===== config.mk =====
export PLATFORM = sky130hd
export DESIGN_NAME = kbd_host_mailbox_port
export DESIGN_NICKNAME = d
export VERILOG_FILES = /design/src/kbd_host_pkg.sv /design/src/kbd_in_fifo.sv /design/src/kbd_host_mailbox_port.sv
export SDC_FILE = /design/constraint.sdc
export NUM_CORES = 1
export LEC_CHECK = 0
export BUFFER_PORTS_ARGS = -buffer_cell sky130_fd_sc_hd__buf_2
export CAP_MARGIN = 20
export CORE_MARGIN = 3
export CORE_UTILIZATION = 53
export CTS_CLUSTER_DIAMETER = 40
export DETAILED_ROUTE_END_ITERATION = 16
export PLACE_DENSITY = 0.75
export SLEW_MARGIN = 20
export SYNTH_ARGS = -nofsm -noshare
export SYNTH_HDL_FRONTEND = slang
export SYNTH_SLANG_ARGS = --single-unit

===== constraint.sdc =====
create_clock -name MCLK_I -period 3 [get_ports MCLK_I]
set_clock_uncertainty 0.2 [all_clocks]
set_input_delay 0.3 -clock MCLK_I [delete_from_list [all_inputs] [get_ports MCLK_I]]
set_output_delay 0.3 -clock MCLK_I [all_outputs]
set_load 0.1 [all_outputs]

===== src/kbd_host_pkg.sv =====
// Constants, types and decode helpers for the keyboard host mailbox port
package kbd_host_pkg;

  // ----------------------------------------------------------------
  // Host I/O ports and microcontroller locations
  // ----------------------------------------------------------------
  localparam logic [15:0] HOST_DATA_PORT = 16'h0060;
  localparam logic [15:0] HOST_CTRL_PORT = 16'h0064;
  localparam logic [15:0] MC_DATA_ADDR = 16'h7ff1;
  localparam logic [15:0] MC_STATUS_ADDR = 16'h7ff2;
  localparam logic [15:0] MC_AUX_DATA_ADDR = 16'h7ffa;
  localparam logic [15:0] MC_KBD_FLAG_ADDR = 16'h7ffd;
  localparam int SA_CD_BIT = 2;

  // ----------------------------------------------------------------
  // Status byte layout
  // ----------------------------------------------------------------
  localparam int ST_OBF_BIT = 0;
  localparam int ST_IBF_BIT = 1;
  localparam int ST_CD_BIT = 3;
  localparam int ST_AUX_BIT = 5;
  localparam logic [7:0] ST_FW_LOCKED = 8'h0b;
  localparam logic [7:0] USER_RESET = 8'h00;
  localparam logic [7:0] FLAG_REG_MASK = 8'h01;

  // ----------------------------------------------------------------
  // Input buffer
  // ----------------------------------------------------------------
  localparam int IN_FIFO_DEPTH = 16;

  typedef enum logic [1:0] {PORT_NONE, PORT_DATA, PORT_CTRL} port_sel_type;

  typedef struct packed {
    logic cd;
    logic [7:0] data;
  } in_word_type;

  typedef struct packed {
    logic output_full_flag;
    logic aux_full;
    logic aux_irq;
    logic kbd_hw;
    logic kbd_fw;
    logic [7:0] user;
    logic [7:0] out_data;
    logic [7:0] last_in;
    logic cd;
    logic prev_ior_n;
    logic prev_iow_n;
    port_sel_type r_port;
    port_sel_type w_port;
    logic [7:0] w_data;
    logic [7:0] sd_o;
    logic sd_oe;
    logic [7:0] mc_rdata;
    logic keyboard_irq_line;
    logic mouse_irq_line;
    logic ibf_irq;
    logic wr_ready;
  } kbd_state_type;

  localparam kbd_state_type STATE_RESET = '{
    prev_ior_n: 1'b1, prev_iow_n: 1'b1, r_port: PORT_NONE,
    w_port: PORT_NONE, user: USER_RESET, default: '0};

  // DMA cycles carry AEN high and must never reach the ports
  function automatic port_sel_type decode_port(input logic [15:0] addr,
                                               input logic aen);
    if (aen)
      return PORT_NONE;
    else if (addr == HOST_DATA_PORT)
      return PORT_DATA;
    else if (addr == HOST_CTRL_PORT)
      return PORT_CTRL;
    else
      return PORT_NONE;
  endfunction

endpackage


===== src/kbd_in_fifo.sv =====
// Parameterised FIFO holding host-written bytes for the microcontroller
`timescale 1ns/1ps
module kbd_in_fifo #(
  parameter int WIDTH = 9,
  parameter int DEPTH = 16
) (
  // Clock and reset
  input wire logic clk_i,
  input wire logic reset_n_i,
  // Fill side
  input wire logic in_valid_i,
  output logic in_ready_o,
  input wire logic [WIDTH-1:0] in_data_i,
  // Drain side
  output logic out_valid_o,
  input wire logic out_ready_i,
  output logic [WIDTH-1:0] out_data_o
);

  localparam int AW = $clog2(DEPTH);

  typedef struct packed {
    logic [AW-1:0] wr_ptr;
    logic [AW-1:0] rd_ptr;
    logic [AW:0] count;
  } fifo_state_type;

  generate
    if (DEPTH < 2 || (1 << AW) != DEPTH || WIDTH < 1)
    begin : g_bad
      $error("kbd_in_fifo needs a power-of-two depth of at least 2");
    end
  endgenerate

  logic [WIDTH-1:0] mem [DEPTH];
  fifo_state_type st_q;
  fifo_state_type st_d;
  logic push;
  logic pop;

  assign in_ready_o = (st_q.count != (AW + 1)'(DEPTH));
  assign out_valid_o = (st_q.count != '0);
  assign out_data_o = mem[st_q.rd_ptr];
  assign push = in_valid_i && in_ready_o;
  assign pop = out_ready_i && out_valid_o;

  always_comb
  begin
    st_d = st_q;
    if (push)
      st_d.wr_ptr = st_q.wr_ptr + 1'b1;
    if (pop)
      st_d.rd_ptr = st_q.rd_ptr + 1'b1;
    if (push && !pop)
      st_d.count = st_q.count + 1'b1;
    else if (pop && !push)
      st_d.count = st_q.count - 1'b1;
  end

  always_ff @(posedge clk_i)
  begin
    if (!reset_n_i)
      st_q <= '0;
    else
      st_q <= st_d;
    if (push)
      mem[st_q.wr_ptr] <= in_data_i;
  end

endmodule


===== src/kbd_host_mailbox_port.sv =====
// Keyboard host mailbox port between an ISA host and a microcontroller
`timescale 1ns/1ps
// How it works
// - Host 0x60 write is data, read gives output byte; 0x64 cmd/status.
// - Host accesses decode only while AEN is low.
// - Host data write queues byte, command/data goes 0, input-full sets.
// - Host command write queues byte, command/data goes 1 from the 0x64 port decode.
// - Host data read clears output-full, hardware keyboard flag and aux interrupt flag.
// - Micro write 0x7FF1 loads output byte, sets output-full and kbd flag.
// - Micro write 0x7FFA loads output byte, sets output-full, aux full and aux flag; 0x7FF1 write clears aux full.
// - Micro read 0x7FF1 returns head host byte; input-full clears once the buffer empties.
// - Input-full drives an enabled micro interrupt, cleared by its read.
// - Status is host read-only; micro writes skip bits 0, 1 and 3.
// - Status: D0 output-full, D1 input-full, D3 cmd/data, D5 aux or user.
// - Keyboard line: low, hardware flag, or firmware latch by selects.
// - Firmware sets and clears its keyboard latch via bit 0 of 0x7FFD.
// - Flag register reads zeros above bit 0, bit 0 the live flag.
// - Keyboard flag resets to 0, hardware flag cleared by host data read.
// - Mouse line low or aux flag by enable; select picks D5 source.
// - Aux interrupt flag resets to 0 and clears on host data read.
module kbd_host_mailbox_port
  import kbd_host_pkg::*;
(
  // Clock and reset
  input wire logic MCLK_I,
  input wire logic RESET_N_I,
  // ISA host side
  input wire logic [15:0] SA_I,
  input wire logic AEN_I,
  input wire logic IOR_N_I,
  input wire logic IOW_N_I,
  input wire logic [7:0] SD_I,
  output logic [7:0] SD_O,
  output logic SD_OE_O,
  output logic HOST_WR_READY_O,
  // Microcontroller side
  input wire logic [15:0] MC_ADDR_I,
  input wire logic MC_WR_I,
  input wire logic MC_RD_I,
  input wire logic [7:0] MC_WDATA_I,
  output logic [7:0] MC_RDATA_O,
  // Configuration
  input wire logic OUTPUT_IRQ_ENABLE_I,
  input wire logic KEYBOARD_IRQ_FW_SELECT_I,
  input wire logic AUX_STATUS_HW_SELECT_I,
  input wire logic INPUT_FULL_IRQ_ENABLE_I,
  // Interrupt lines
  output logic KEYBOARD_IRQ_LINE_O,
  output logic MOUSE_IRQ_LINE_O,
  output logic INPUT_FULL_INTERRUPT_O
);

  // ----------------------------------------------------------------
  // State and buffer wiring
  // ----------------------------------------------------------------
  kbd_state_type st_q;
  kbd_state_type st_d;
  in_word_type push_word;
  in_word_type head_word;
  logic fifo_in_valid;
  logic fifo_in_ready;
  logic fifo_out_valid;
  logic fifo_out_ready;
  logic ior_rise;
  logic iow_rise;
  logic host_data_read_end;
  logic mc_wr_data;
  logic mc_wr_aux;
  logic mc_wr_status;
  logic mc_wr_flag;
  logic mc_rd_data;
  logic input_full;
  logic kbd_flag_now;
  logic [7:0] status_byte;

  assign ior_rise = IOR_N_I && !st_q.prev_ior_n;
  assign iow_rise = IOW_N_I && !st_q.prev_iow_n;
  assign host_data_read_end = ior_rise && (st_q.r_port == PORT_DATA);
  assign mc_wr_data = MC_WR_I && (MC_ADDR_I == MC_DATA_ADDR);
  assign mc_wr_aux = MC_WR_I && (MC_ADDR_I == MC_AUX_DATA_ADDR);
  assign mc_wr_status = MC_WR_I && (MC_ADDR_I == MC_STATUS_ADDR);
  assign mc_wr_flag = MC_WR_I && (MC_ADDR_I == MC_KBD_FLAG_ADDR);
  assign mc_rd_data = MC_RD_I && (MC_ADDR_I == MC_DATA_ADDR);
  assign input_full = fifo_out_valid;

  // Bytes land on the rising edge of the write strobe, when data is settled
  assign fifo_in_valid = iow_rise && (st_q.w_port != PORT_NONE);
  assign push_word.cd = (st_q.w_port == PORT_CTRL);
  assign push_word.data = st_q.w_data;
  assign fifo_out_ready = mc_rd_data;

  kbd_in_fifo #(
    .WIDTH($bits(in_word_type)),
    .DEPTH(IN_FIFO_DEPTH)
  ) u_in_fifo (
    .clk_i(MCLK_I),
    .reset_n_i(RESET_N_I),
    .in_valid_i(fifo_in_valid),
    .in_ready_o(fifo_in_ready),
    .in_data_i(push_word),
    .out_valid_o(fifo_out_valid),
    .out_ready_i(fifo_out_ready),
    .out_data_o(head_word)
  );

  // ----------------------------------------------------------------
  // Status byte and live keyboard flag
  // ----------------------------------------------------------------
  always_comb
  begin
    status_byte = st_q.user & ~ST_FW_LOCKED;
    status_byte[ST_OBF_BIT] = st_q.output_full_flag;
    status_byte[ST_IBF_BIT] = input_full;
    // Head byte decides cmd/data while pending; else the last one written
    status_byte[ST_CD_BIT] = input_full ? head_word.cd : st_q.cd;
    if (AUX_STATUS_HW_SELECT_I)
      status_byte[ST_AUX_BIT] = st_q.aux_full;
  end

  assign kbd_flag_now = KEYBOARD_IRQ_FW_SELECT_I ? st_q.kbd_fw : st_q.kbd_hw;

  // ----------------------------------------------------------------
  // Next state
  // ----------------------------------------------------------------
  always_comb
  begin
    st_d = st_q;
    st_d.prev_ior_n = IOR_N_I;
    st_d.prev_iow_n = IOW_N_I;
    st_d.wr_ready = fifo_in_ready;

    // Latch port and data while a strobe is low
    if (!IOW_N_I)
    begin
      st_d.w_port = decode_port(SA_I, AEN_I);
      st_d.w_data = SD_I;
    end
    if (!IOR_N_I)
      st_d.r_port = decode_port(SA_I, AEN_I);

    // Host read drive: output byte on 0x60, status on 0x64
    st_d.sd_oe = !IOR_N_I && (st_d.r_port != PORT_NONE);
    if (st_d.r_port == PORT_CTRL)
      st_d.sd_o = status_byte;
    else
      st_d.sd_o = st_q.out_data;

    if (fifo_in_valid && fifo_in_ready)
      st_d.cd = push_word.cd;

    // Clear first so a same-cycle micro write wins
    if (host_data_read_end)
    begin
      st_d.output_full_flag = 1'b0;
      st_d.kbd_hw = 1'b0;
      st_d.aux_irq = 1'b0;
    end
    if (mc_wr_data)
    begin
      st_d.out_data = MC_WDATA_I;
      st_d.output_full_flag = 1'b1;
      st_d.kbd_hw = 1'b1;
      st_d.aux_full = 1'b0;
    end
    if (mc_wr_aux)
    begin
      st_d.out_data = MC_WDATA_I;
      st_d.output_full_flag = 1'b1;
      st_d.aux_full = 1'b1;
      st_d.aux_irq = 1'b1;
    end
    if (mc_wr_status)
      st_d.user = MC_WDATA_I & ~ST_FW_LOCKED;
    if (mc_wr_flag)
      st_d.kbd_fw = MC_WDATA_I[0];

    // Micro read answer, one cycle after the strobe
    if (mc_rd_data)
    begin
      st_d.mc_rdata = input_full ? head_word.data
                                 : st_q.last_in;
      if (input_full)
        st_d.last_in = head_word.data;
    end
    else if (MC_RD_I && MC_ADDR_I == MC_STATUS_ADDR)
      st_d.mc_rdata = status_byte;
    else if (MC_RD_I && MC_ADDR_I == MC_KBD_FLAG_ADDR)
      st_d.mc_rdata = {7'h00, kbd_flag_now} & FLAG_REG_MASK;
    else if (MC_RD_I)
      st_d.mc_rdata = 8'h00;

    // Interrupt lines from the updated flags
    st_d.keyboard_irq_line = OUTPUT_IRQ_ENABLE_I && (KEYBOARD_IRQ_FW_SELECT_I ?
                st_d.kbd_fw : st_d.kbd_hw);
    st_d.mouse_irq_line = OUTPUT_IRQ_ENABLE_I && st_d.aux_irq;
    // Follows the pending buffer: drops for the cycle after each micro data read that no host write lands alongside
    st_d.ibf_irq = INPUT_FULL_IRQ_ENABLE_I
                   && (fifo_in_valid || (input_full && !mc_rd_data));
  end

  always_ff @(posedge MCLK_I)
  begin
    if (!RESET_N_I)
      st_q <= STATE_RESET;
    else
      st_q <= st_d;
  end

  // ----------------------------------------------------------------
  // Outputs
  // ----------------------------------------------------------------
  // Writes while full are dropped; host is expected to poll first
  assign HOST_WR_READY_O = st_q.wr_ready;
  assign SD_O = st_q.sd_o;
  assign SD_OE_O = st_q.sd_oe;
  assign MC_RDATA_O = st_q.mc_rdata;
  assign KEYBOARD_IRQ_LINE_O = st_q.keyboard_irq_line;
  assign MOUSE_IRQ_LINE_O = st_q.mouse_irq_line;
  assign INPUT_FULL_INTERRUPT_O = st_q.ibf_irq;
endmodule


* Word level (Yosys, flattened, before mapping)
Memories as Yosys holds them, arrays and structs flattened. A register that Yosys moved wholly into a read port is not among the register bits. Index checks and enable logic that the tools add are counted.
Storage, ports and cells: flip-flop bits (word level) 75, bits in writable memories 144, memories 1
Memory list:
- u_in_fifo.mem | words 16, bits a word 9, rd ports 1, clocked after Yosys merged registers in 1, write ports 1, line kbd_in_fifo.sv:35 | logic [WIDTH-1:0] mem [DEPTH];
Operators by class: add/subtract/negate cells 4, equality and inequality tests 10, multiplexer cells 28, reduce and logical (&&, ||, !) cells 34
Operators by type and width (count):
- == test 16 x 15 -> 1 bit (second input constant) | 4
- 2-to-1 mux 8 bit | 8
- == test 16 x 7 -> 1 bit (second input constant) | 2
- logical AND 1 bit | 20
- 2-to-1 mux 2 bit | 6
- 2-to-1 mux 5 bit | 2
- 2-to-1 mux 1 bit | 9
- adder 4 x 1 -> 4 bit (second input constant) | 2
- 2-to-1 mux 4 bit | 2
- nonzero test 2 bit | 4
- logical NOT 1 bit | 6
- adder 5 x 1 -> 5 bit (second input constant) | 1
- inequality test 5 bit (second input constant) | 1
- nonzero test 5 bit | 1
- subtractor 5 x 1 -> 5 bit (second input constant) | 1
- == test 2 bit (second input constant) | 2
- nonzero test 4 bit | 1
- 2-to-1 mux 3 bit | 1
- nonzero test 3 bit | 1
- == test 2 x 1 -> 1 bit (second input constant) | 1
- logical OR 1 bit | 1

* Logic depth before layout (Yosys ltp)
depth in word-level cells 8, mapped depth 12, gate-level depth less buffers 12

* Cells and area by module
Synthesis repeated with hierarchy kept, for this count alone.
Unflattened totals: cell total of the unflattened synthesis 630, area total of the unflattened synthesis 9096.2 um^2
By module, submodules not included:
- kbd_in_fifo | times used 1, cells an instance 331, area each 6356.1 um^2
- kbd_host_mailbox_port | times used 1, cells an instance 299, area each 2740.1 um^2

* Worst setup path before layout
OpenSTA, ideal clock, no wires.
path kind register to register, start register u_in_fifo.st_q[0] (netlist name), end register u_in_fifo.st_q[4] (netlist name), library setup time 70 ps, data arrival time 2842 ps, required time 2730 ps, setup slack -112 ps, stages on the path, launching flop included 12, path buffers 1, cell sequence dfxtp_1 -> nor4_1 -> a2111oi_0 -> clkbuf_1 -> ha_1 -> inv_1 -> fa_1 -> a21o_1 -> a21oi_1 -> xnor2_1 -> or3_1 -> a21oi_1
Between the ends: word-level cells in the longest chain between the ends 5, elaborated cells between the ends (all ways) 13, classes of those cells 2 x add/sub; 1 x eq/ne; 2 x mux; 8 x reduce/logical
RTL lines:
- start: declaration | line kbd_in_fifo.sv:36 | fifo_state_type st_q;
- start signal: assignment | line kbd_in_fifo.sv:65 | st_q <= st_d;
- inequality test 5 bit * | line kbd_in_fifo.sv:41 | assign in_ready_o = (st_q.count != (AW + 1)'(DEPTH));
- logical AND 1 bit * | line kbd_in_fifo.sv:44 | assign push = in_valid_i && in_ready_o;
- via u_in_fifo.push | line kbd_in_fifo.sv:38 | logic push;
- logical NOT 1 bit | line kbd_in_fifo.sv:56 | else if (pop && !push)
- logical AND 1 bit | line kbd_in_fifo.sv:56
- nonzero test 2 bit (no line)
The timed path passes the listed nets; every way through them passes the cells marked *. The select of a mux whose other input is x is not followed. A chain may end at the register's enable or synchronous reset.

* Worst setup path in the final report
start register u_in_fifo.st_q[2] (netlist name), end register u_in_fifo.st_q[4] (netlist name)
Between the ends: word-level cells in the longest chain between the ends 5, elaborated cells between the ends (all ways) 13, classes of those cells 2 x add/sub; 1 x eq/ne; 2 x mux; 8 x reduce/logical
RTL lines:
- parallel branches: the longest is 5 deep, another holds subtractor 5 x 1 -> 5 bit
Several ways; the timed one is not identified. The select of a mux whose other input is x is not followed.

==> results.cfg <==
[layout]
fin_nets = 810
fill_cells = 1086
seqCellArea_um2 = 5910
drive_gt1_frac = 0.295
post-route-util = 0.684
n_antenna_cell = 0
mostFrequentLayoutCells = 144 x edfxtp_1, 79 x buf_2, 76 x dfxtp_1
finalInstanceArea_um2 = 11100
multiInputGateArea_um2 = 2810
syn_to_final_growth_pct = 23.5
final_common_cell = edfxtp_1

[job]
maxCapViolCount = 0

[logic_synthesis]
async_flop_share = 0
ys_types = 52
synth_seq_cells = 223
syn_area_per_cell_um2 = 14.8
yosysSeqAreaShare = 0.657
syn-num-nets = 676
synth_edf_count = 144
ys.flop_type = edfxtp_1
synthCells = 607
netlist_area_um2 = 8980
yosys_warnings = 0

[placed_design]
portBuffers = 79
hpwl_mm = 12.6
gp_congestion = 0.813
dp_slack_ns = -0.0802
dpl-instance-area_um2 = 9690

[global_routing]
grt_pass1_vias = 5849
antenna_found_initial = 0
grt_max_degree = 48
grt_use_total = 0.218
grt_pass1_wl_mm = 30.8
grt-ovfl-total = 0

[clock_network]
ctsRootBufferMaster = clkbuf_16
cts_tree = built
clk_latency_ns = 0.52
clk_pin_slew_ns = 0.06
ctsLongestPathBuffers = 3
htreeDepth = 1
cts_buffers = 28
cts.sinks = 223

[setup_path]
endpoint_kind = flip-flop
cp.arrival_ns = 3.06
worstPathMaxFanout = 5
critPathRequiredTime_ns = 3.23
cp-start-kind = flip-flop
worstSetupPathType = flip-flop to flip-flop

[power_and_ir_drop]
power_leakage_nw = 4.12
ir_worst_vdd_mv = 0.561
p_per_area_nw_per_um2 = 640

[floorplanning]
die_h_um = 136
rows = 46
die_w_um = 136
io-pin-count = 80
start_util = 0.553
dieArea_um2 = 18500
core_um2 = 16200

[route]
drc = 0
wl_per_cell_um = 20.4
vias_per_cell = 5.73
wl_mm = 20.0
antenna_left = 0
via_count = 5609
first_iter_violations = 360
dr.pass1.iters = 5

[timing]
period_minus_slack_ns = 2.83
finalSetupTns_ns = 0
hold_violations = 0
setup_ws_ns = 0.171
slew-limit-headroom = 0.441
fmax_ghz = 0.353
hold-worst-slack_ns = 0.0252
grt_setup_unrepaired = false
tightest_slew_ns = 0.837
final_max_slew_viol_count = 0
finalSetupViolations = 0
fin_crit_sh = 0.943

[run_status]
status = complete, no violations

[hold_path]
hp-class = input pin to flip-flop
## Yosys cell counts (all sizes together), types with 3 or more instances
cell type	count	share of area
a211oi	4	0.0033
and2	10	0.0070
nor2b	3	0.0021
nor4	6	0.0042
nand4	7	0.0049
mux2	3	0.0038
clkbuf	12	0.0050
nand3	11	0.0061
nand2	18	0.0075
nor3	8	0.0045
nor2	71	0.030
or3	9	0.0063
dfxtp	79	0.18
mux2i	41	0.046
ha	9	0.013
a21o	3	0.0025
o21ai	14	0.0078
and3	5	0.0035
xor2	4	0.0039
a21oi	24	0.013
inv	13	0.0054
nor3b	4	0.0033
buf	32	0.024
xnor2	4	0.0039
edfxtp	144	0.48
mux4	42	0.11
## routing by layer
| metal | wire length, µm | track usage | up-vias |
|---|---|---|---|
| met3 | 1420 | 0.0455 | 37 |
| met2 | 9840 | 0.367 | 223 |
| met1 | 8180 | 0.286 | 2785 |
| li1 | - | - | 2564 |
| met4 | 529 | 0.0683 | 0 |
| met5 | 0 | 0 | - |
## kinds of logic after synthesis
group	after synthesis	synth area share
buffers and inverters	58	0.0352
XOR/XNOR	8	0.00780
multiplexers	86	0.155
adder cells (fa/ha/maj)	10	0.0148
flip-flops	223	0.657
AND/OR/NAND/NOR	163	0.0900
AO/OA/AOI/OAI	59	0.0400
## repair_timing
| item | 4_1_cts | 5_1_grt |
|---|---|---|
| endpoints found under the setup margin | 1 | 1 |
| gates cloned | 0 | 0 |
| buffers inserted | 0 | 1 |
| hold buffers | 32 | 0 |
| pin swaps | 1 | 1 |
| hold endpoints to repair | 43 | 0 |
| resized for setup | 2 | 6 |
## area by class of cell
cell class | count | area share
Multi-Input combinational cell | 326 | 0.253
Clock buffer | 35 | 0.0710
Inverter | 14 | 0.00474
Clock inverter | 17 | 0.0223
Tap cell | 216 | 0.0244
Sequential cell | 223 | 0.533
Timing Repair Buffer | 148 | 0.0918
## power breakdown
group | internal [mW] | switching (mW) | total, mW
registers | 3.27 | 0.0298 | 3.30
logic | 0.0792 | 0.108 | 0.187
clock network | 2.32 | 1.29 | 3.61
total | 5.67 | 1.42 | 7.10
## through the flow
step / power [mW] / cells
floorplan: 3.45 / 607
finish: 7.10 / 979
detailed placement: 3.52 / 894
CTS: 7.14 / 978
global route: 7.29 / 979
global placement: 3.51 / 894
## flip-flops by register name (all words and copies together) (netlist names), named ones only
| name | count |
|---|---|
| u_in_fifo.mem | 144 |
| st_q | 33 |
| KEYBOARD_IRQ_LINE_O | 1 |
| MOUSE_IRQ_LINE_O | 1 |
| SD_O | 8 |
| SD_OE_O | 1 |
| HOST_WR_READY_O | 1 |
| INPUT_FULL_INTERRUPT_O | 1 |
| u_in_fifo.st_q | 13 |
| MC_RDATA_O | 8 |
| push_word | 8 |
## path summary, 6_finish.rpt
path / endpoint / slack [ns] / from / cells after the start
min: SD_OE_O$_SDFF_PN0_ / 0.03 / SA_I[15] / 4
max reg2reg: u_in_fifo.st_q[4]$_SDFFE_PN0P_ / 0.17 / u_in_fifo.st_q[2]$_SDFFE_PN0P_ / 11
max: u_in_fifo.st_q[4]$_SDFFE_PN0P_ / 0.17 / u_in_fifo.st_q[2]$_SDFFE_PN0P_ / 11
min reg2reg: st_q[39]$_SDFFE_PN0P_ / 0.26 / st_q[39]$_SDFFE_PN0P_ / 2
## critical path: stages, from the launching register on
cell and delay (ns):
dfxtp_2 0.37, nor4_2 0.06, buf_4 0.15, a2111oi_4 0.36, ha_2 0.25, inv_1 0.10, fa_2 0.38, a21o_1 0.20
a21oi_2 0.15, xnor2_1 0.08, or3_1 0.30, a21oi_1 0.15
(Power assumes the default switching activity.)
